File: src/pkg/adcsm_pkg.sv
// constants and types for the adc status and mode register block
// Behaviour
// - status is eight bits, read only, shifted out msb first from bit 7
// - ready-pending flag clears when a new result enters the data register
// - ready-pending flag sets after a data read and shortly before an update
// - ready-pending flag sets on entering power-down
// - end of conversion also shown on the shared serial-out/done pin
// - clamp-error flag updates with ready flag; set when result was clamped
// - clamp-error flag clears on a write that starts a conversion
// - missing-reference flag sets below threshold; results then clamp to all ones
// - missing-reference flag works only with reference detect enabled; clears when valid
// - clamp-error flag also sets when the selected reference is invalid
// - status bit 4 reads zero; bit 3 is fixed resolution-variant indicator
// - status bits 2..0 report the channel being converted
// - mode register is sixteen bits, read/write, shifted msb first from bit 15
// - mode register uses register select code 001 for reads and writes
// - any mode write resets modulator and filter and sets ready-pending flag
// - mode fields: mode 15..13, switch 12, zeros 11..4, rate 3..0; reset 0x000a
// - command bit 6 selects write or read, bits 5..3 the register select
package adcsm_pkg;

   localparam int          SYNC_STAGES     = 2;
   localparam logic [4:0]  CMD_LAST        = 5'h07;
   localparam logic [4:0]  STATUS_LAST     = 5'h07;
   localparam logic [4:0]  MODE_LAST       = 5'h0f;

   localparam logic [2:0]  RS_STATUS       = 3'h0;
   localparam logic [2:0]  RS_MODE         = 3'h1;
   localparam int          CMD_RW_BIT      = 6;
   localparam int          CMD_RS_HI       = 5;
   localparam int          CMD_RS_LO       = 3;

   localparam int          ST_RDY_BIT      = 7;
   localparam int          ST_ERR_BIT      = 6;
   localparam int          ST_MISSING_REFERENCE_FLAG_BIT    = 5;
   localparam logic        RDY_RESET       = 1'b1;
   localparam logic        ERR_RESET       = 1'b0;
   localparam logic        MISSING_REFERENCE_FLAG_RESET     = 1'b0;

   localparam int          MD_HI           = 15;
   localparam int          MD_LO           = 13;
   localparam int          PSW_BIT         = 12;
   localparam int          FS_HI           = 3;
   localparam int          FS_LO           = 0;
   localparam logic [15:0] MODE_RESET      = 16'h000a;
   localparam logic [15:0] MODE_WRITE_MASK = 16'hf00f;

   typedef enum logic [1:0] {ADCSM_CMD, ADCSM_WRITE, ADCSM_READ} adcsm_state_t;

endpackage : adcsm_pkg

File: src/design/adcsm_pin_sync.sv
// two-flop pin synchroniser with edge detection on the settled level
module adcsm_pin_sync #(
   parameter int WIDTH = 3
) (
   // clock and reset
   input  wire logic             clock,
   input  wire logic             rst_n,
   // raw pins
   input  wire logic [WIDTH-1:0] pin_in,
   // settled level and edges
   output logic      [WIDTH-1:0] level,
   output logic      [WIDTH-1:0] rise,
   output logic      [WIDTH-1:0] fall
);

   logic [WIDTH-1:0] meta_q;
   logic [WIDTH-1:0] meta_d;
   logic [WIDTH-1:0] sync_q;
   logic [WIDTH-1:0] sync_d;
   logic [WIDTH-1:0] last_q;
   logic [WIDTH-1:0] last_d;

   if (WIDTH < 1)
   begin : g_chk
      $error("adcsm_pin_sync needs at least one pin");
   end

   ////////////////////////////////////////////////////////////////////////////////
   // first stage is read only by the second; pins idle high after reset
   always_comb
   begin
      meta_d = pin_in;
      sync_d = meta_q;
      last_d = sync_q;
   end

   always_ff @(posedge clock)
   begin
      if (!rst_n)
      begin
         meta_q <= '1;
         sync_q <= '1;
         last_q <= '1;
      end
      else
      begin
         meta_q <= meta_d;
         sync_q <= sync_d;
         last_q <= last_d;
      end
   end

   ////////////////////////////////////////////////////////////////////////////////
   for (genvar i = 0; i < WIDTH; i++)
   begin : g_edge
      assign level[i] = sync_q[i];
      assign rise[i]  = sync_q[i] & ~last_q[i];
      assign fall[i]  = ~sync_q[i] & last_q[i];
   end

endmodule : adcsm_pin_sync

File: src/design/adcsm_regs.sv
// serial command port with status and mode registers
module adcsm_regs #(
   parameter int VARIANT_BIT = 0
) (
   // clock and reset
   input  wire logic       clock,
   input  wire logic       rst_n,
   // serial pins
   input  wire logic       sclk,
   input  wire logic       din,
   input  wire logic       cs_n,
   output logic            dout_rdy_n,
   output logic            dout_oe,
   // converter core events
   input  wire logic       result_write,
   input  wire logic       result_clamped,
   input  wire logic       data_read_done,
   input  wire logic       pre_update,
   input  wire logic       power_down_entry,
   input  wire logic       reference_low,
   input  wire logic       reference_detect_enable,
   input  wire logic [2:0] active_channel_field,
   // mode controls
   output logic [2:0]      operating_mode_field,
   output logic            power_switch_control,
   output logic [3:0]      update_rate_field,
   output logic            modulator_reset,
   // reference status
   output logic            missing_reference_flag,
   output logic            clamp_result_ones
);

   if (VARIANT_BIT < 0 || VARIANT_BIT > 1)
   begin : g_chk
      $error("VARIANT_BIT must be 0 or 1");
   end

   localparam logic VARIANT = VARIANT_BIT[0];

   logic [2:0]           pin_lvl;
   logic [2:0]           pin_rise;
   logic [2:0]           pin_fall;
   logic                 sclk_rise;
   logic                 sclk_fall;
   logic                 din_s;
   logic                 cs_s;

   adcsm_pkg::adcsm_state_t st_q;
   adcsm_pkg::adcsm_state_t st_d;
   logic [4:0]           cnt_q;
   logic [4:0]           cnt_d;
   logic [4:0]           len_q;
   logic [4:0]           len_d;
   logic [15:0]          sh_q;
   logic [15:0]          sh_d;
   logic                 dout_q;
   logic                 dout_d;
   logic                 oe_q;
   logic                 oe_d;
   logic                 mode_wr;
   logic [15:0]          wdata;
   logic [7:0]           cmd_byte;
   logic [2:0]           cmd_rs;

   logic                 rdy_q;
   logic                 rdy_d;
   logic                 err_q;
   logic                 err_d;
   logic                 missing_reference_flag_q;
   logic                 missing_reference_flag_d;
   logic [15:0]          mode_q;
   logic [15:0]          mode_d;
   logic                 modrst_q;
   logic                 modrst_d;
   logic [7:0]           status_w;

   ////////////////////////////////////////////////////////////////////////////////
   // pins
   adcsm_pin_sync #(
      .WIDTH (3)
   ) u_sync (
      .clock  (clock),
      .rst_n  (rst_n),
      .pin_in ({sclk, din, cs_n}),
      .level  (pin_lvl),
      .rise   (pin_rise),
      .fall   (pin_fall)
   );

   assign sclk_rise = pin_rise[2];
   assign sclk_fall = pin_fall[2];
   assign din_s     = pin_lvl[1];
   assign cs_s      = pin_lvl[0];
   assign cmd_byte  = {sh_q[6:0], din_s};
   assign cmd_rs    = cmd_byte[adcsm_pkg::CMD_RS_HI:adcsm_pkg::CMD_RS_LO];

   assign status_w  = {rdy_q, err_q, missing_reference_flag_q, 1'b0, VARIANT, active_channel_field};

   ////////////////////////////////////////////////////////////////////////////////
   // serial link; sclk idles high, din taken on rise, dout moved on fall
   always_comb
   begin
      st_d    = st_q;
      cnt_d   = cnt_q;
      len_d   = len_q;
      sh_d    = sh_q;
      dout_d  = dout_q;
      oe_d    = ~cs_s;
      mode_wr = 1'b0;
      wdata   = {sh_q[14:0], din_s};
      if (cs_s)
      begin
         st_d   = adcsm_pkg::ADCSM_CMD;
         cnt_d  = 5'h00;
         dout_d = 1'b1;
      end
      else
      begin
         case (st_q)
            adcsm_pkg::ADCSM_CMD:
            begin
               dout_d = rdy_q;
               if (sclk_rise && !(cnt_q == 5'h00 && din_s))
               begin
                  sh_d  = {sh_q[14:0], din_s};
                  cnt_d = cnt_q + 5'h01;
                  if (cnt_q == adcsm_pkg::CMD_LAST)
                  begin
                     cnt_d = 5'h00;
                     if (cmd_byte[adcsm_pkg::CMD_RW_BIT] && cmd_rs == adcsm_pkg::RS_STATUS)
                     begin
                        st_d  = adcsm_pkg::ADCSM_READ;
                        sh_d  = {status_w, 8'h00};
                        len_d = adcsm_pkg::STATUS_LAST;
                     end
                     else if (cmd_byte[adcsm_pkg::CMD_RW_BIT] && cmd_rs == adcsm_pkg::RS_MODE)
                     begin
                        st_d  = adcsm_pkg::ADCSM_READ;
                        sh_d  = mode_q;
                        len_d = adcsm_pkg::MODE_LAST;
                     end
                     else if (!cmd_byte[adcsm_pkg::CMD_RW_BIT] && cmd_rs == adcsm_pkg::RS_MODE)
                     begin
                        st_d = adcsm_pkg::ADCSM_WRITE;
                     end
                  end
               end
            end
            adcsm_pkg::ADCSM_WRITE:
            begin
               if (sclk_rise)
               begin
                  sh_d  = wdata;
                  cnt_d = cnt_q + 5'h01;
                  if (cnt_q == adcsm_pkg::MODE_LAST)
                  begin
                     mode_wr = 1'b1;
                     cnt_d   = 5'h00;
                     st_d    = adcsm_pkg::ADCSM_CMD;
                  end
               end
            end
            adcsm_pkg::ADCSM_READ:
            begin
               if (sclk_fall)
               begin
                  dout_d = sh_q[15];
                  sh_d   = {sh_q[14:0], 1'b0};
               end
               if (sclk_rise)
               begin
                  cnt_d = cnt_q + 5'h01;
                  if (cnt_q == len_q)
                  begin
                     cnt_d = 5'h00;
                     st_d  = adcsm_pkg::ADCSM_CMD;
                  end
               end
            end
            default:
            begin
               st_d = adcsm_pkg::ADCSM_CMD;
            end
         endcase
      end
   end

   always_ff @(posedge clock)
   begin
      if (!rst_n)
      begin
         st_q   <= adcsm_pkg::ADCSM_CMD;
         cnt_q  <= 5'h00;
         len_q  <= 5'h00;
         sh_q   <= 16'h0000;
         dout_q <= 1'b1;
         oe_q   <= 1'b0;
      end
      else
      begin
         st_q   <= st_d;
         cnt_q  <= cnt_d;
         len_q  <= len_d;
         sh_q   <= sh_d;
         dout_q <= dout_d;
         oe_q   <= oe_d;
      end
   end

   ////////////////////////////////////////////////////////////////////////////////
   // flags and mode register
   always_comb
   begin
      rdy_d    = rdy_q;
      err_d    = err_q;
      mode_d   = mode_q;
      modrst_d = mode_wr;
      missing_reference_flag_d  = reference_detect_enable & reference_low;
      // pending after a read or before update
      if (data_read_done || pre_update)
      begin
         rdy_d = 1'b1;
      end
      if (result_write)
      begin
         rdy_d = 1'b0;
      end
      // power-down and restart beat a new result
      if (power_down_entry || mode_wr)
      begin
         rdy_d = 1'b1;
      end
      if (mode_wr)
      begin
         err_d = 1'b0;
      end
      if (result_write)
      begin
         err_d = result_clamped | missing_reference_flag_d;
      end
      // invalid reference wins over the clear
      if (missing_reference_flag_d)
      begin
         err_d = 1'b1;
      end
      if (mode_wr)
      begin
         mode_d = wdata & adcsm_pkg::MODE_WRITE_MASK;
      end
   end

   always_ff @(posedge clock)
   begin
      if (!rst_n)
      begin
         rdy_q    <= adcsm_pkg::RDY_RESET;
         err_q    <= adcsm_pkg::ERR_RESET;
         missing_reference_flag_q  <= adcsm_pkg::MISSING_REFERENCE_FLAG_RESET;
         mode_q   <= adcsm_pkg::MODE_RESET;
         modrst_q <= 1'b0;
      end
      else
      begin
         rdy_q    <= rdy_d;
         err_q    <= err_d;
         missing_reference_flag_q  <= missing_reference_flag_d;
         mode_q   <= mode_d;
         modrst_q <= modrst_d;
      end
   end

   ////////////////////////////////////////////////////////////////////////////////
   // outputs, all from flops
   assign dout_rdy_n             = dout_q;
   assign dout_oe                = oe_q;
   assign operating_mode_field   = mode_q[adcsm_pkg::MD_HI:adcsm_pkg::MD_LO];
   assign power_switch_control   = mode_q[adcsm_pkg::PSW_BIT];
   assign update_rate_field      = mode_q[adcsm_pkg::FS_HI:adcsm_pkg::FS_LO];
   assign modulator_reset        = modrst_q;
   assign missing_reference_flag = missing_reference_flag_q;
   // forcing full scale lags the flag by nothing: both register missing_reference_flag_d
   assign clamp_result_ones      = missing_reference_flag_q;
endmodule : adcsm_regs

File: config.mk
export PLATFORM = sky130hd
export DESIGN_NAME = adcsm_regs
export DESIGN_NICKNAME = d
export VERILOG_FILES = /design/src/pkg/adcsm_pkg.sv /design/src/design/adcsm_pin_sync.sv /design/src/design/adcsm_regs.sv
export SDC_FILE = /design/constraint.sdc
export NUM_CORES = 1
export LEC_CHECK = 0
export ABC_AREA = 1
export BUFFER_PORTS_ARGS = -buffer_cell sky130_fd_sc_hd__buf_2
export CORE_MARGIN = 5
export CORE_UTILIZATION = 52
export CTS_CLUSTER_DIAMETER = 150
export DETAILED_ROUTE_END_ITERATION = 10
export PLACE_DENSITY = 0.85
export SKIP_CTS_REPAIR_TIMING = 1
export SLEW_MARGIN = 5
export SYNTH_ARGS = -nofsm -noshare
export SYNTH_HDL_FRONTEND = slang
export SYNTH_SLANG_ARGS = --single-unit
export TNS_END_PERCENT = 50
File: constraint.sdc
create_clock -name clock -period 1.67 [get_ports clock]
set_input_delay 0.2505 -clock clock [delete_from_list [all_inputs] [get_ports clock]]
set_output_delay 0.2505 -clock clock [all_outputs]
set_load 0.01 [all_outputs]
Word-level counts from Yosys, hierarchy flattened

Cells that the tools add are included.

Add/sub/neg operators: 1
Equal/unequal tests: 14
Multiplexer cells: 37
Bitwise operators: 8
Reductions and logical operators: 24

Operators by type and width:

| kind                                           | number |
|---|---|
| 2-to-1 mux 16 bit                              | 6 |
| one-hot mux 16 bit (3 select lines)            | 1 |
| 2-to-1 mux 5 bit                               | 8 |
| 2-to-1 mux 2 bit                               | 9 |
| one-hot mux 5 bit (3 select lines)             | 1 |
| inequality test 2 bit (second input constant)  | 7 |
| 2-to-1 mux 1 bit                               | 10 |
| AND reduction 5 bit                            | 2 |
| AND reduction 7 bit                            | 1 |
| one-hot mux 2 bit (3 select lines)             | 1 |
| nonzero test 2 bit                             | 3 |
| nonzero test 3 bit                             | 2 |
| adder 5 x 1 -> 5 bit (second input constant)   | 1 |
| == test 5 x 3 -> 1 bit (second input constant) | 1 |
| == test 5 x 4 -> 1 bit (second input constant) | 1 |
| == test 5 bit                                  | 1 |
| logical AND 1 bit                              | 5 |
| logical NOT 5 bit                              | 1 |
| inequality test 4 bit (second input constant)  | 1 |
| inverter 1 bit                                 | 4 |
| AND reduction 4 bit                            | 1 |
| OR reduction 2 bit                             | 2 |
| AND 1 bit                                      | 3 |
| == test 3 x 1 -> 1 bit (second input constant) | 1 |
| 9 further kinds                                | 11 |

Flip-flop bits (word level): 51
Input bits: 15
Output and inout port bits: 13
Word-level logic and storage cells: 98

Longest topological paths before layout

Depth after elaboration: 8
Mapped depth: 13
Mapped depth without buffers: 13

Cells and area by module

Synthesis repeated with hierarchy kept, for this count alone.

Cell total of the unflattened synthesis: 369
Area, all modules: 2454.9 sq um

By module, submodules not included:

| module         | instances | cells an instance | area an instance (sq um) |
|---|---|---|---|
| adcsm_regs     | 1         | 332               | 2162.1 |
| adcsm_pin_sync | 1         | 37                | 292.8 |

Least setup slack after synthesis

OpenSTA, ideal clock, no wires.

Path type: register to register
From: reg cnt_q[0]
To: reg mode_q[0]
Setup time: 0.117 ns
Arrival time: 1.456 ns
Data required time: 1.553 ns
Path slack: 0.097 ns
Stages on the path, launching flop included: 9
Period minus slack after synthesis: 1.573 ns
Cell sequence: dfxtp_1 > ha_1 > nand2_1 > nor2_1 > ha_1 > nand4_1 > nand2_1 > inv_2 > a22o_1

Longest elaborated chain between the ends: 5

Ends and longest elaborated chain:

| element                | RTL line          | RTL |
|---|---|---|
| start, declared        | adcsm_regs.sv:50  | `logic [4:0] cnt_q;` |
| start signal, assigned | adcsm_regs.sv:202 | `cnt_q <= cnt_d;` |
| == test 5 x 4 -> 1 bit | adcsm_regs.sv:155 | `if (cnt_q == adcsm_pkg::MODE_LAST)` |
| 2-to-1 mux 1 bit       | adcsm_regs.sv:155 |  |
| 2-to-1 mux 1 bit       | adcsm_regs.sv:151 | `if (sclk_rise)` |
| 2-to-1 mux 1 bit       | adcsm_regs.sv:119 | `case (st_q)` |
| 2-to-1 mux 1 bit       | adcsm_regs.sv:111 | `if (cs_s)` |
| end signal, assigned   | adcsm_regs.sv:259 | `mode_q <= adcsm_pkg::MODE_RESET;` |
| end signal, assigned   | adcsm_regs.sv:267 | `mode_q <= mode_d;` |
| end, declared          | adcsm_regs.sv:71  | `logic [15:0] mode_q;` |

No other way between the ends.
A chain may end at the register's enable or synchronous reset.

Worst setup path in the final report

Same ends and word-level chain as after synthesis.

==> results.py <==
metrics = {
    "critical_path": {
        "path_max_fanout": 5,
        "cp_slowest_cell": "dfxtp_4",
        "crit_start": "cnt_q[0]$_SDFFE_PP0P_",
        "cp.required_ns": 1.87,
        "cpPeakStageDelay_ns": 0.39,
        "crit_type": "reg -> reg",
        "end_kind": "flip-flop",
        "ff2ff_path_depth": 8,
        "r2r_slack_ns": 0.08,
        "crit_chain": "ha_4 -> nand2_4 -> nor2_4 -> ha_2 -> nand4_1 -> nand2_2 -> inv_2 -> a22o_1",
        "r2r_end": "mode_q[0]$_SDFFE_PN0P_",
        "r2r-start": "cnt_q[0]$_SDFFE_PP0P_",
        "cp.arrival_ns": 1.80,
        "startpoint_type": "flip-flop",
    },
    "logic_synthesis": {
        "synthArstFlopShare_pct": 0,
        "yosysTopAreaCellShare_pct": 38.4,
        "synth_warnings": 0,
        "seq_area_frac_synth_pct": 38.4,
        "synth_area_leaders": "dfxtp_1 38%, nand2_1 11%, inv_1 7.2%",
        "synth_edf_count": 0,
        "synth_area_sq_um": 2400,
        "ys_ff_latch": 46,
        "ys_types": 32,
        "synth_commonest_cells": "73 x nand2_1, 46 x dfxtp_1, 46 x inv_1",
        "synth_top_area_cell": "dfxtp_1",
        "synth_area_per_cell_sq_um": 6.99,
        "synth_most_common_cell": "nand2_1",
        "synthCells": 343,
        "synthFlopType": "dfxtp_1",
        "syn-num-nets": 366,
    },
    "global_routing": {
        "grt_max_degree": 23,
        "grt_overflow": 0,
        "grtUsageTotal_pct": 19.2,
        "grt.busiest_layer": "met2",
        "gr-usage-met3_pct": 3.94,
        "globalRouteMet2Util_pct": 30.6,
        "grt_pass1_wl_um": 9660,
        "first_global_vias": 2102,
        "met1_usage_pct": 24.7,
        "antenna_found_initial": 0,
    },
    "clocking": {
        "clockBufferDepth": 2,
        "cts_root_buf": "clkbuf_8",
        "cts_tree": "built",
        "cts_buffers": 5,
        "clkSinkCount": 46,
        "h-tree-depth": 2,
        "clk_latency_ns": 0.30,
        "path_clk_slew_ns": 0.09,
    },
    "drt": {
        "viasPerCell": 5.29,
        "routedWlPerCell_um": 13.1,
        "wl_um": 5740,
        "vias": 2329,
        "drc_errors": 0,
        "drtIter0Drc": 295,
        "firstDrtPassIters": 5,
        "ant_nets": 0,
    },
    "min_path": {
        "hp-start": "power_down_entry",
        "worstHoldEndpoint": "rdy_q$_SDFFE_PP1P_",
        "hold_path.class": "in -> reg",
        "holdPathStages": 2,
    },
    "floorplan": {
        "rows": 24,
        "die_w_um": 77.9,
        "initial_core_util_pct": 54.3,
        "io_pins": 28,
        "die_y_um": 77.9,
        "coreArea_sq_um": 4410,
        "die_area_sq_um": 6070,
    },
    "layout": {
        "antenna_cells": 0,
        "syn2layout_area_growth_pct": 19.9,
        "fin_cells": 440,
        "fin_util_pct": 65.1,
        "drive_gt1_share_pct": 27.6,
        "nets": 410,
    },
    "power": {
        "power_density_nw_per_um2": 666,
        "ir_drop_v": 0.000475,
        "p_leak_nw": 1.34,
        "power_mw": 1.92,
    },
    "timing": {
        "setup_viol": 0,
        "clock_skew_ns": 0.00790,
        "tightest_slew_ns": 0.500,
        "fmax_mhz": 627,
        "rsz0062_at_grt": "yes",
        "hold_viol": 0,
        "max_slew_margin_pct": 66.6,
        "fin_crit_ns": 1.59,
        "whs_ns": 0.127,
        "timing.final.crit_share_pct": 95.4,
        "tns_ns": 0,
        "slew_viol_final": 0,
    },
    "placed_design": {
        "dp_hpwl_um": 4250,
        "gp_congestion": 0.943,
        "dp_cells": 428,
        "port_buffers": 27,
    },
    "outcome": {
        "status": "complete, no violations",
    },
    "run": {
        "maxCapViolCount": 0,
    },
}
logic make-up (layout without fill, tap and decap cells):
kind of cell	count (synthesis)	count (layout)	synth area share (%)
adder cells (fa/ha/maj)	8	8	4.17
buffers and inverters	64	109	11.4
XOR/XNOR	1	1	0.365
flip-flops	46	46	38.4
AND/OR/NAND/NOR	160	160	31.4
AO/OA/AOI/OAI	64	64	14.3
worst max-delay path, delay by kind of cell (launching register included):
kind | cells | cell delay [ns]
AND/OR/NAND/NOR | 4 | 0.52
buffers and inverters | 1 | 0.07
flip-flops | 1 | 0.39
AO/OA/AOI/OAI | 1 | 0.18
adder cells (fa/ha/maj) | 2 | 0.33
through the flow:
stage | setup WS [ns] | instance area [sq um]
floorplan | 0.0968 | 2400
global placement | 0.0490 | 2660
detailed placement | -0.0572 | 2660
CTS | -0.0699 | 2760
global route | -0.0248 | 2880
finish | 0.0760 | 2880
cells in the final DEF, fill, tap and decap left out, types with 2 or more instances in the layout:
master	n
buf_6	2
a21oi_1	23
ha_2	4
buf_2	27
nand2_4	3
buf_4	17
clkbuf_8	6
nor2_4	7
nand2_2	6
dfxtp_2	2
a21oi_2	2
or2_2	6
ha_1	3
inv_2	8
o22ai_1	2
o21ai_1	15
dfxtp_4	2
nand2_1	69
nor3_1	2
nand3_1	20
nand3_2	2
dfxtp_1	42
o211ai_1	2
nor2_1	32
inv_1	45
nand4_1	4
nor2_2	6
o21ai_0	14
o31ai_1	2
nand3b_1	2
inv_6	2
per-layer routing:
layer	up-vias	share of wire, %
met5	-	0
met3	17	5.2
met2	77	49
li1	1172	-
met1	1063	43
met4	0	3.4
registers in the layout, indices dropped and copies added (netlist names), 2 cells and up:
register and flops:
cnt_q 5, len_q 2, mode_q 8, sh_q 16
st_q 2, u_sync.level 3, u_sync.meta_q 3
cell type report:
cell class	instances	area [sq um]
Clock buffer	6	82.6
Clock inverter	2	16.3
Sequential cell	46	931
Multi-Input combinational cell	233	1270
Inverter	54	208
Timing Repair Buffer	47	305
Tap cell	52	65.1
Fill cell	364	1540
power by group:
group	switching, mW	internal, mW	leakage [nW]
sequential	0.00764	1.11	0.376
clock	0.386	0.341	0.0478
combinational	0.0418	0.0342	0.913
total	0.435	1.48	1.34
how the worst max path moves through the flow:
| stage | end | slack (ns) | cells past startpoint |
|---|---|---|---|
| 2_1_floorplan | mode_q[0]$_SDFFE_PN0P_ | 0.1 | 8 |
| 3_3_place_gp | mode_q[2]$_SDFFE_PN0P_ | 0.05 | 8 |
| 3_5_place_dp | mode_q[15]$_SDFFE_PN0P_ | -0.06 | 8 |
| 4_1_cts | mode_q[2]$_SDFFE_PN0P_ | -0.07 | 8 |
| 5_1_grt | mode_q[3]$_SDFFE_PN1P_ | -0.02 | 9 |
| 6_report | mode_q[0]$_SDFFE_PN0P_ | 0.08 | 8 |
Power figures use the tool's default switching activity.
